### src/ieg_pkg.sv
// package: register map, field positions, reset values and timing constants
package ieg_pkg;
   localparam logic [7:0] OFS_CFG_ONE       = 8'h30;
   localparam logic [7:0] OFS_SOURCE_ONE    = 8'h31;
   localparam logic [7:0] OFS_THRESHOLD_ONE = 8'h32;
   localparam logic [7:0] OFS_DURATION_ONE  = 8'h33;
   localparam logic [7:0] OFS_CFG_TWO       = 8'h34;
   localparam logic [7:0] OFS_SOURCE_TWO    = 8'h35;
   localparam logic [7:0] OFS_THRESHOLD_TWO = 8'h36;
   localparam logic [7:0] OFS_DURATION_TWO  = 8'h37;
   localparam logic [7:0] OFS_PIN_CONTROL   = 8'h22;
   localparam logic [7:0] OFS_FILTER_SELECT = 8'h21;

   // configuration register fields
   localparam int CFG_COMBINE_SELECT = 7;
   localparam int CFG_LATCH_REQUEST  = 6;
   localparam int CFG_Z_HIGH_ENABLE  = 5;
   localparam int CFG_Z_LOW_ENABLE   = 4;
   localparam int CFG_Y_HIGH_ENABLE  = 3;
   localparam int CFG_Y_LOW_ENABLE   = 2;
   localparam int CFG_X_HIGH_ENABLE  = 1;
   localparam int CFG_X_LOW_ENABLE   = 0;
   // source register fields
   localparam int SRC_EVENT_ACTIVE   = 6;
   // threshold register fields
   localparam int THS_COUNTER_MODE   = 7;
   localparam int THS_VALUE_WIDTH    = 7;
   // pin control register fields
   localparam int PIN_IRQ_POLARITY   = 7;
   localparam int PIN_TWO_ROUTE_LSB  = 3;
   localparam int PIN_ONE_ROUTE_LSB  = 0;
   // filter select fields, one bit per generator
   localparam int FLT_GEN_ONE        = 2;
   localparam int FLT_GEN_TWO        = 3;

   localparam logic [7:0] RST_REG    = 8'h00;

   // pin route codes
   localparam logic [2:0] ROUTE_OFF   = 3'h0;
   localparam logic [2:0] ROUTE_ONE   = 3'h1;
   localparam logic [2:0] ROUTE_TWO   = 3'h2;
   localparam logic [2:0] ROUTE_BOTH  = 3'h3;
   localparam logic [2:0] ROUTE_READY = 3'h4;

   // duration step per sample rate (us)
   localparam int STEP_US_400HZ = 2500;
   localparam int STEP_US_100HZ = 10000;
   localparam int DURATION_WIDTH = 8;

   typedef enum logic [2:0] {
      GEN_IDLE    = 3'b001,
      GEN_COUNT   = 3'b010,
      GEN_FROZEN  = 3'b100
   } ieg_gen_state_t;
endpackage

### src/ieg_regfile.sv
// memory of eight byte registers with a registered read port
`timescale 1ns/100ps
module ieg_regfile
   import ieg_pkg::*;
(
   input  wire logic       i_mclk,
   input  wire logic       i_resetn,
   input  wire logic       i_we,
   input  wire logic [2:0] i_waddr,
   input  wire logic [7:0] i_wdata,
   input  wire logic [2:0] i_raddr,
   output logic [7:0]      o_rdata,
   output logic [63:0]     o_flat
);
   logic [7:0] mem_ff [8];

   genvar g;
   generate
      for (g = 0; g < 8; g++) begin : g_word
         always_ff @(posedge i_mclk or negedge i_resetn) begin
            if (!i_resetn) begin
               mem_ff[g] <= RST_REG;
            end else if (i_we && i_waddr == 3'(g)) begin
               mem_ff[g] <= i_wdata;
            end
         end
         assign o_flat[g*8 +: 8] = mem_ff[g];
      end
   endgenerate

   always_ff @(posedge i_mclk or negedge i_resetn) begin
      if (!i_resetn) begin
         o_rdata <= RST_REG;
      end else begin
         o_rdata <= mem_ff[i_raddr];
      end
   end
endmodule

### src/ieg_generator.sv
// one inertial event generator: comparators, combiner, duration counter, source
`timescale 1ns/100ps
module ieg_generator
   import ieg_pkg::*;
(
   input  wire logic       i_mclk,
   input  wire logic       i_resetn,
   input  wire logic       i_sample,
   input  wire logic [7:0] i_x,
   input  wire logic [7:0] i_y,
   input  wire logic [7:0] i_z,
   input  wire logic [7:0] i_cfg,
   input  wire logic [7:0] i_ths,
   input  wire logic [7:0] i_dur,
   input  wire logic       i_src_read,
   output logic [7:0]      o_source,
   output logic            o_irq
);
   function automatic logic [7:0] magnitude(input logic [7:0] s);
      logic [7:0] m;
      m = s[7] ? 8'(~s + 8'h01) : s;
      return m;
   endfunction

   logic [7:0]     mag [3];
   logic [5:0]     live_flags;
   logic [5:0]     enables;
   logic           combined;
   logic           qualified;
   logic [7:0]     count_ff;
   logic [7:0]     nxt_count;
   logic [6:0]     source_ff;
   ieg_gen_state_t state_ff;
   ieg_gen_state_t nxt_state;
   logic           latch_on;

   assign mag[0] = magnitude(i_x);
   assign mag[1] = magnitude(i_y);
   assign mag[2] = magnitude(i_z);
   assign latch_on = i_cfg[CFG_LATCH_REQUEST];

   // flags order: x_low, x_high, y_low, y_high, z_low, z_high
   genvar a;
   generate
      for (a = 0; a < 3; a++) begin : g_axis
         assign live_flags[2*a+1] = mag[a] >= {1'b0, i_ths[THS_VALUE_WIDTH-1:0]}; // RULE4 RULE6
         assign live_flags[2*a]   = mag[a] <  {1'b0, i_ths[THS_VALUE_WIDTH-1:0]}; // RULE5 RULE7
      end
   endgenerate

   assign enables = i_cfg[5:0];

   // and-mode with nothing enabled never fires
   always_comb begin
      if (i_cfg[CFG_COMBINE_SELECT]) begin
         combined = (enables != 6'h00) && ((live_flags & enables) == enables); // RULE1
      end else begin
         combined = |(live_flags & enables); // RULE1
      end
   end

   assign qualified = combined && (count_ff >= i_dur); // RULE24 RULE15 RULE16

   always_comb begin
      nxt_state = state_ff;
      unique case (state_ff)
         // a zero duration qualifies straight from idle, so latching must start here too
         GEN_IDLE:   if (latch_on && qualified) nxt_state = GEN_FROZEN; // RULE2
                     else if (combined) nxt_state = GEN_COUNT;
         GEN_COUNT:  if (latch_on && qualified) nxt_state = GEN_FROZEN; // RULE17
                     else if (!combined && count_ff == 8'h00) nxt_state = GEN_IDLE;
         GEN_FROZEN: if (i_src_read) nxt_state = GEN_IDLE; // RULE11
         default:    nxt_state = GEN_IDLE;
      endcase
   end

   always_ff @(posedge i_mclk or negedge i_resetn) begin
      if (!i_resetn) begin
         state_ff <= GEN_IDLE;
      end else if (i_src_read && state_ff == GEN_FROZEN) begin
         state_ff <= GEN_IDLE; // RULE11
      end else if (i_sample) begin
         // a read alone never freezes: the source would hold nothing captured
         state_ff <= nxt_state;
      end
   end

   // one step per output sample; a frozen counter keeps its value
   always_comb begin
      nxt_count = count_ff;
      if (state_ff == GEN_FROZEN) begin
         nxt_count = count_ff; // RULE17
      end else if (combined) begin
         if (count_ff != 8'hff) nxt_count = 8'(count_ff + 8'h01); // RULE24
      end else if (i_ths[THS_COUNTER_MODE]) begin
         if (count_ff != 8'h00) nxt_count = 8'(count_ff - 8'h01); // RULE14
      end else begin
         nxt_count = 8'h00; // RULE13
      end
   end

   always_ff @(posedge i_mclk or negedge i_resetn) begin
      if (!i_resetn) begin
         count_ff <= 8'h00;
      end else if (i_src_read && state_ff == GEN_FROZEN) begin
         count_ff <= 8'h00;
      end else if (i_sample) begin
         count_ff <= nxt_count;
      end
   end

   // outside the frozen state a new sample wins over a read in the same cycle so no event is lost
   always_ff @(posedge i_mclk or negedge i_resetn) begin
      if (!i_resetn) begin
         source_ff <= 7'h00;
      end else if (i_sample && state_ff != GEN_FROZEN) begin
         source_ff <= {qualified, live_flags & enables}; // RULE8 RULE10 RULE2
      end else if (i_src_read) begin
         source_ff <= 7'h00; // RULE3 RULE11
      end
   end

   assign o_source = {1'b0, source_ff};
   assign o_irq    = source_ff[SRC_EVENT_ACTIVE]; // RULE9
endmodule

### src/ieg_top.sv
// two inertial event interrupt generators behind the serial register port
// Notes on behaviour
// RULE1 - combine select 0 ors enabled axis events, 1 ands them
// RULE2 - latch request holds request and flags; otherwise they follow live state
// RULE3 - latched request clears only on read of its own source register
// RULE4 - axis high enable makes event when magnitude is at or above threshold
// RULE5 - axis low enable makes event when magnitude is below threshold
// RULE6 - threshold is seven bits unsigned; high means magnitude at or above
// RULE7 - low means magnitude strictly below the threshold
// RULE8 - source holds six axis flags and event active flag
// RULE9 - generator interrupt comes from its event active flag
// RULE10 - source shows current events, or frozen triggering events when latched
// RULE11 - reading source clears it and interrupt, and reopens latched updating
// RULE12 - source register is read only; writes are ignored
// RULE13 - counter mode 0 resets duration counter when event inactive
// RULE14 - counter mode 1 decrements duration counter when event inactive
// RULE15 - eight bit duration, 2.5 ms steps at 400 Hz, up to 637.5 ms
// RULE16 - at 100 Hz steps are 10 ms, up to 2.55 s
// RULE17 - duration counter stops once event occurred with latch request set
// RULE18 - two generators with own registers, identical and independent
// RULE19 - either generator result routable to either interrupt pin
// RULE20 - route codes: off, gen one, gen two, both ored, data ready
// RULE21 - polarity 0 means active high pins, 1 active low
// RULE22 - per generator select of filtered or unfiltered input, default unfiltered
// RULE23 - second generator registers at 35h, 36h, 37h behave like first
// RULE24 - counter advances per sample; event active when count reaches duration
`timescale 1ns/100ps
module ieg_top
   import ieg_pkg::*;
(
   input  wire logic       i_mclk,
   input  wire logic       i_resetn,
   // register port as decoded by the serial interface
   input  wire logic       i_reg_wr,
   input  wire logic       i_reg_rd,
   input  wire logic [7:0] i_reg_addr,
   input  wire logic [7:0] i_reg_wdata,
   output logic [7:0]      o_reg_rdata,
   output logic            o_reg_rvalid,
   // sample stream, one pulse per output sample
   input  wire logic       i_sample,
   input  wire logic [7:0] i_raw_x,
   input  wire logic [7:0] i_raw_y,
   input  wire logic [7:0] i_raw_z,
   input  wire logic [7:0] i_filt_x,
   input  wire logic [7:0] i_filt_y,
   input  wire logic [7:0] i_filt_z,
   input  wire logic       i_data_ready,
   output logic            o_irq_pin_one,
   output logic            o_irq_pin_two
);
   logic [63:0] regs;
   logic [7:0]  rf_rdata;
   logic [7:0]  source [2];
   logic        inertial_irq [2];
   logic        src_read [2];
   logic        rf_we;
   logic [2:0]  rf_waddr;
   logic [7:0]  pin_control_ff;
   logic [7:0]  filter_select_ff;
   logic        rd_pending_ff;
   logic [7:0]  rd_addr_ff;
   logic [7:0]  src_snap_ff;
   logic        pin_one_level;
   logic        pin_two_level;

   function automatic logic in_block(input logic [7:0] addr);
      return addr[7:3] == OFS_CFG_ONE[7:3];
   endfunction

   function automatic logic route_level(input logic [2:0] code, input logic g1,
                                        input logic g2, input logic rdy);
      logic lvl;
      lvl = 1'b0;
      unique case (code)
         ROUTE_OFF:   lvl = 1'b0;
         ROUTE_ONE:   lvl = g1;
         ROUTE_TWO:   lvl = g2;
         ROUTE_BOTH:  lvl = g1 | g2;
         ROUTE_READY: lvl = rdy;
         default:     lvl = 1'b0;
      endcase
      return lvl;
   endfunction

   // source offsets are dropped from the store so writes there do nothing
   assign rf_we = i_reg_wr && in_block(i_reg_addr) &&
                  i_reg_addr != OFS_SOURCE_ONE && i_reg_addr != OFS_SOURCE_TWO; // RULE12
   assign rf_waddr = i_reg_addr[2:0];

   ieg_regfile u_regfile (
      .i_mclk   (i_mclk),
      .i_resetn (i_resetn),
      .i_we     (rf_we),
      .i_waddr  (rf_waddr),
      .i_wdata  (i_reg_wdata),
      .i_raddr  (i_reg_addr[2:0]),
      .o_rdata  (rf_rdata),
      .o_flat   (regs)
   );

   always_ff @(posedge i_mclk or negedge i_resetn) begin
      if (!i_resetn) begin
         pin_control_ff <= RST_REG;
      end else if (i_reg_wr && i_reg_addr == OFS_PIN_CONTROL) begin
         pin_control_ff <= i_reg_wdata;
      end
   end

   always_ff @(posedge i_mclk or negedge i_resetn) begin
      if (!i_resetn) begin
         filter_select_ff <= RST_REG;
      end else if (i_reg_wr && i_reg_addr == OFS_FILTER_SELECT) begin
         filter_select_ff <= i_reg_wdata;
      end
   end

   assign src_read[0] = i_reg_rd && i_reg_addr == OFS_SOURCE_ONE; // RULE3
   assign src_read[1] = i_reg_rd && i_reg_addr == OFS_SOURCE_TWO; // RULE23

   // the source value is caught before the read clears it
   always_ff @(posedge i_mclk or negedge i_resetn) begin
      if (!i_resetn) begin
         src_snap_ff <= 8'h00;
      end else if (src_read[0]) begin
         src_snap_ff <= source[0];
      end else if (src_read[1]) begin
         src_snap_ff <= source[1];
      end
   end

   always_ff @(posedge i_mclk or negedge i_resetn) begin
      if (!i_resetn) begin
         rd_pending_ff <= 1'b0;
         rd_addr_ff    <= 8'h00;
      end else begin
         rd_pending_ff <= i_reg_rd;
         rd_addr_ff    <= i_reg_addr;
      end
   end

   assign o_reg_rvalid = rd_pending_ff;

   always_comb begin
      if (rd_addr_ff == OFS_SOURCE_ONE || rd_addr_ff == OFS_SOURCE_TWO) begin
         o_reg_rdata = src_snap_ff;
      end else if (in_block(rd_addr_ff)) begin
         o_reg_rdata = rf_rdata;
      end else if (rd_addr_ff == OFS_PIN_CONTROL) begin
         o_reg_rdata = pin_control_ff;
      end else if (rd_addr_ff == OFS_FILTER_SELECT) begin
         o_reg_rdata = filter_select_ff;
      end else begin
         o_reg_rdata = 8'h00;
      end
   end

   genvar g;
   generate
      for (g = 0; g < 2; g++) begin : g_gen
         logic       use_filt;
         logic [7:0] sx;
         logic [7:0] sy;
         logic [7:0] sz;
         assign use_filt = filter_select_ff[g == 0 ? FLT_GEN_ONE : FLT_GEN_TWO]; // RULE22
         assign sx = use_filt ? i_filt_x : i_raw_x; // RULE22
         assign sy = use_filt ? i_filt_y : i_raw_y;
         assign sz = use_filt ? i_filt_z : i_raw_z;

         // each generator owns one block of four registers
         ieg_generator u_gen ( // RULE18 RULE23
            .i_mclk     (i_mclk),
            .i_resetn   (i_resetn),
            .i_sample   (i_sample),
            .i_x        (sx),
            .i_y        (sy),
            .i_z        (sz),
            .i_cfg      (regs[(g*4)*8 +: 8]),
            .i_ths      (regs[(g*4+2)*8 +: 8]),
            .i_dur      (regs[(g*4+3)*8 +: 8]),
            .i_src_read (src_read[g]),
            .o_source   (source[g]),
            .o_irq      (inertial_irq[g])
         );
      end
   endgenerate

   assign pin_one_level = route_level(pin_control_ff[PIN_ONE_ROUTE_LSB +: 3],
                                      inertial_irq[0], inertial_irq[1], i_data_ready); // RULE19 RULE20
   assign pin_two_level = route_level(pin_control_ff[PIN_TWO_ROUTE_LSB +: 3],
                                      inertial_irq[0], inertial_irq[1], i_data_ready); // RULE19 RULE20

   // pins are combinational from registered state and i_data_ready; polarity applies after routing
   assign o_irq_pin_one = pin_one_level ^ pin_control_ff[PIN_IRQ_POLARITY]; // RULE21
   assign o_irq_pin_two = pin_two_level ^ pin_control_ff[PIN_IRQ_POLARITY]; // RULE21
endmodule

### config.mk
export PLATFORM = sky130hd
export DESIGN_NAME = ieg_top
export DESIGN_NICKNAME = d
export VERILOG_FILES = /design/src/ieg_pkg.sv /design/src/ieg_regfile.sv /design/src/ieg_generator.sv /design/src/ieg_top.sv
export SDC_FILE = /design/constraint.sdc
export NUM_CORES = 1
export LEC_CHECK = 0
export BUFFER_PORTS_ARGS = -buffer_cell sky130_fd_sc_hd__buf_4
export CORE_MARGIN = 2
export CORE_UTILIZATION = 30
export CTS_CLUSTER_SIZE = 12
export DETAILED_ROUTE_END_ITERATION = 10
export PLACE_DENSITY_LB_ADDON = 0.15
export SYNTH_ARGS = -nofsm -noshare
export SYNTH_HDL_FRONTEND = slang
export SYNTH_SLANG_ARGS = --single-unit
### constraint.sdc
create_clock -name i_mclk -period 7.5 [get_ports i_mclk]
set_input_delay 0.75 -clock i_mclk [delete_from_list [all_inputs] [get_ports i_mclk]]
set_output_delay 0.75 -clock i_mclk [all_outputs]
set_load 0.1 [all_outputs]
==> results.md <==
* Maximum fanout along the worst path at 30
* Deepest clock path buffer count at 2
* Post-DP HPWL at ~24 mm
* Die span in x at 189 um
* Netlist Area Pre-Place at 0.0102 sq mm
* Share of the clock period used by the worst path after layout at between 70% and 80%
* Worst min-delay path class: input pin to asynchronous set/reset pin
* Post-Syn Instances at roughly 1100
* Post-route setup slack at between 2000 and 2500 ps
* Total GRT Usage at around 18%
* Via count at 8660
* Die Span Y at 189 um
* Floorplan die area at between 0.03 and 0.04 sq mm
* Final setup violation count at 0
* Iteration-0 DRC Markers at roughly 630
* Critical Path Slowest Stage Cell: sky130_fd_sc_hd__dfrtp_2
* Number of enable flip-flop cells after synthesis at 0
* Clock slew at reported path FFs at 70 ps
* Total power density per cell area at around 210 mW/mm^2
* Clock buffer count from CTS at 17
* R2R depth at 18
* Leakage power figure at 0.00526 uW
* Detailed-route DRC error count at 0
* Crit Reg-Reg Startpoint: filter_select_ff[2]$_DFFE_PN0P_
* Fraction of layout instances using a drive strength above 1 at about a fifth
* Vias in the first global route at between 8000 and 9000
* CP Data Arrival Time at between 5000 and 6000 ps
* Final Slew Violations at 0
* Kind of cell adding the most delay to the critical path: compound AO/OA/AOI/OAI gates
* Cell at the root of the clock tree: sky130_fd_sc_hd__clkbuf_16
* Post-synthesis async set-or-reset flop share at 100%
* Core outline area at 0.0335 sq mm
* Vias per Instance at 5.33
* Layout-stage area growth over the synthesis result at 15.6%
* Number of synthesized register bits at 140
* Final total power at between 2000 and 2500 uW
* Pre-CTS worst setup slack at around 2100 ps
* Nature of the critical path startpoint: register
* Number of gates resized after cts at 0
* CTS tree: built
* Row cnt at 67
* Crit path cell chain: buf_4, mux2i_1, ha_1, nand2_1, or2_2, nand2_1, xor2_1, o21ai_0, ha_1, and3_1, a221oi_1, o21ai_0, nor2_1, mux2i_1, o41ai_4, nand2_2, a21oi_1, o22ai_1
* Global placement routability congestion at 0.826
* Max_slew headroom at between 10% and 20%
* Sequential cell area fraction in the yosys report at between 30% and 40%
* Peak clock frequency supported by timing at around 180 MHz
* Worst IR Drop VDD at around 0.14 mV
* Critical R2R Capture: g_gen[0].u_gen.count_ff[6]$_DFFE_PN0P_
* Initial antenna violation count at 0
* Total grt overflow at 0
* Clk sink count at 140
* Final hold slack at between 300 and 400 ps
* Clk Latency, worst-skew pair at approximately 440 ps
* Initial Utilization at a little under a third
* Worst Path Required at ~7800 ps
* Fill cell total of the finished layout at approximately 3400
* Maximum number of pins on one net before global-route repair at 75
* CTS Hold Bufs at 0
* Pin slew with the least headroom to its limit at 1200 ps
* Final design utilization at around a third
* Worst stage delay on the critical path at 790 ps
* Final net count at between 1000 and 1500
* Avg Inst Size Synth at just over 9 sq um
* Final-report hold violation count at 0
* Worst Path Class, Setup: register to register
* Count of inserted antenna diode cells at 0
* Element type at the critical path end: register
* Top cells by area, synth: sky130_fd_sc_hd__dfrtp_1, sky130_fd_sc_hd__ha_1, sky130_fd_sc_hd__nand2_1
* Number of distinct library cells after synthesis at 87
* Min cycle time layout at 5440 ps
* Capturing element of the worst setup path: g_gen[0].u_gen.count_ff[6]$_DFFE_PN0P_
* Setup tns final at 0 ps
* Warnings from Yosys at 0
* Primary FF master, synth: sky130_fd_sc_hd__dfrtp_1
* Top-Level Pins at approximately 80
* Crit. Startpoint: filter_select_ff[2]$_DFFE_PN0P_
* IO buf count at 80
* Maximum level of the CTS H-tree at 4
* Unrepaired setup endpoints after global routing: no
* Total number of cells along the worst setup path at 18
* Routed wire length per instance at roughly 20 um
* Flop2flop setup slack at 2060 ps
* Synthesized netlist net count at roughly 1300
* Routed Wire Length at 32.0 mm
* Buffers plus inverters on the worst setup path at 1
* Worst clock skew at 16.0 ps
* Run status: complete, no violations
* Max-cap violations at 0
* Top cell type by total area after synthesis: sky130_fd_sc_hd__dfrtp_1
* Post-CTS setup repair buffer count at 0
* First-pass GRT wire length at approximately 51 mm
* Share of the synthesized area in the top cell type at between 30% and 40%
* Antenna-violating nets left at 0
* Initial DRT Pass Iterations at 5
==> cells by family after synthesis <==
| group | count (synthesis) | share of synthesized area (%) |
|---|---|---|
| compound gates | 253 | 17.1 |
| xor+xnor | 53 | 4.53 |
| fa+ha+maj | 70 | 8.55 |
| buf+inv | 107 | 4.14 |
| flops | 140 | 34.2 |
| mux | 99 | 12.3 |
| simple gates | 399 | 19.1 |
==> cells in the mapped netlist, types with 9 or more instances <==
master,number
sky130_fd_sc_hd__nand2_1,166
sky130_fd_sc_hd__dfrtp_1,138
sky130_fd_sc_hd__ha_1,70
sky130_fd_sc_hd__nor2_1,70
sky130_fd_sc_hd__o21ai_0,61
sky130_fd_sc_hd__mux2_2,53
sky130_fd_sc_hd__a21oi_1,48
sky130_fd_sc_hd__clkbuf_1,47
sky130_fd_sc_hd__inv_1,44
sky130_fd_sc_hd__mux2i_1,30
sky130_fd_sc_hd__xor2_1,30
sky130_fd_sc_hd__nor3_1,25
sky130_fd_sc_hd__nand3_1,24
sky130_fd_sc_hd__xnor2_1,23
sky130_fd_sc_hd__a21o_1,18
sky130_fd_sc_hd__o22ai_1,18
sky130_fd_sc_hd__mux4_2,16
sky130_fd_sc_hd__nand2b_1,16
sky130_fd_sc_hd__nor2b_1,15
sky130_fd_sc_hd__a221oi_1,13
sky130_fd_sc_hd__a31oi_1,12
sky130_fd_sc_hd__and3_1,12
sky130_fd_sc_hd__buf_1,10
sky130_fd_sc_hd__o31ai_1,9
==> metrics by stage <==
stage	area, sq um	cells
finish	11800	1624
global route	11800	1624
floorplan	10200	1121
global placement	11200	1592
detailed placement	11200	1592
CTS	11800	1624
==> worst min path at each step <==
stage / endpoint / slack (ps) / cells past startpoint
2_1_floorplan: u_regfile.o_flat[13]$_DFFE_PN0P_ / 420 / 1
3_3_place_gp: u_regfile.o_flat[47]$_DFFE_PN0P_ / 360 / 0
3_5_place_dp: u_regfile.o_flat[15]$_DFFE_PN0P_ / 360 / 0
4_1_cts: filter_select_ff[4]$_DFFE_PN0P_ / 370 / 1
5_1_grt: u_regfile.o_flat[15]$_DFFE_PN0P_ / 380 / 0
6_report: filter_select_ff[4]$_DFFE_PN0P_ / 340 / 1
==> final cells by class <==
class | instances | area [sq um] | area share [%]
clock buffer | 18 | 439 | 3.71
clock inverter | 14 | 200 | 1.69
inverter | 44 | 165 | 1.40
multi-input combinational | 874 | 6310 | 53.3
sequential | 140 | 3510 | 29.6
tap | 448 | 561 | 4.74
timing repair buffer | 86 | 649 | 5.49
==> where the power goes <==
| part | leakage [uW] | internal, uW | total [uW] | switching (uW) |
|---|---|---|---|---|
| clock | 0.000311 | 548 | 930 | 382 |
| combinational | 0.00315 | 264 | 605 | 341 |
| sequential | 0.00181 | 818 | 916 | 97.4 |
| total | 0.00526 | 1630 | 2450 | 821 |
==> state kept, by name (all words and copies together), names as in the netlist <==
name / flops
pin_control_ff: 8
o_reg_rvalid: 1
g_gen.u_gen.source_ff: 14
g_gen.u_gen.count_ff: 16
u_regfile.o_rdata: 8
filter_select_ff: 8
rd_addr_ff: 8
g_gen.u_gen.state_ff: 6
src_snap_ff: 7
u_regfile.o_flat: 64
==> routing by layer <==
layer | global-route usage [%] | vias up | share of wire [%]
met5 | 0 | - | 0
met4 | 3.46 | 0 | 0.86
met3 | 2.91 | 20 | 4.1
met2 | 29.0 | 188 | 46
met1 | 26.5 | 4275 | 49
li1 | - | 4177 | -
==> placed cells by master, fill, tap and decap left out, types with 25 or more instances in the layout <==
cell / n
sky130_fd_sc_hd__dfrtp_1: 136
sky130_fd_sc_hd__o21ai_0: 61
sky130_fd_sc_hd__xor2_1: 30
sky130_fd_sc_hd__nor2_1: 70
sky130_fd_sc_hd__nand2_1: 166
sky130_fd_sc_hd__buf_4: 85
sky130_fd_sc_hd__a21oi_1: 48
sky130_fd_sc_hd__mux2i_1: 30
sky130_fd_sc_hd__ha_1: 70
sky130_fd_sc_hd__inv_1: 44
sky130_fd_sc_hd__nor3_1: 25
sky130_fd_sc_hd__mux2_2: 53
Power figures use the tool's default switching activity.
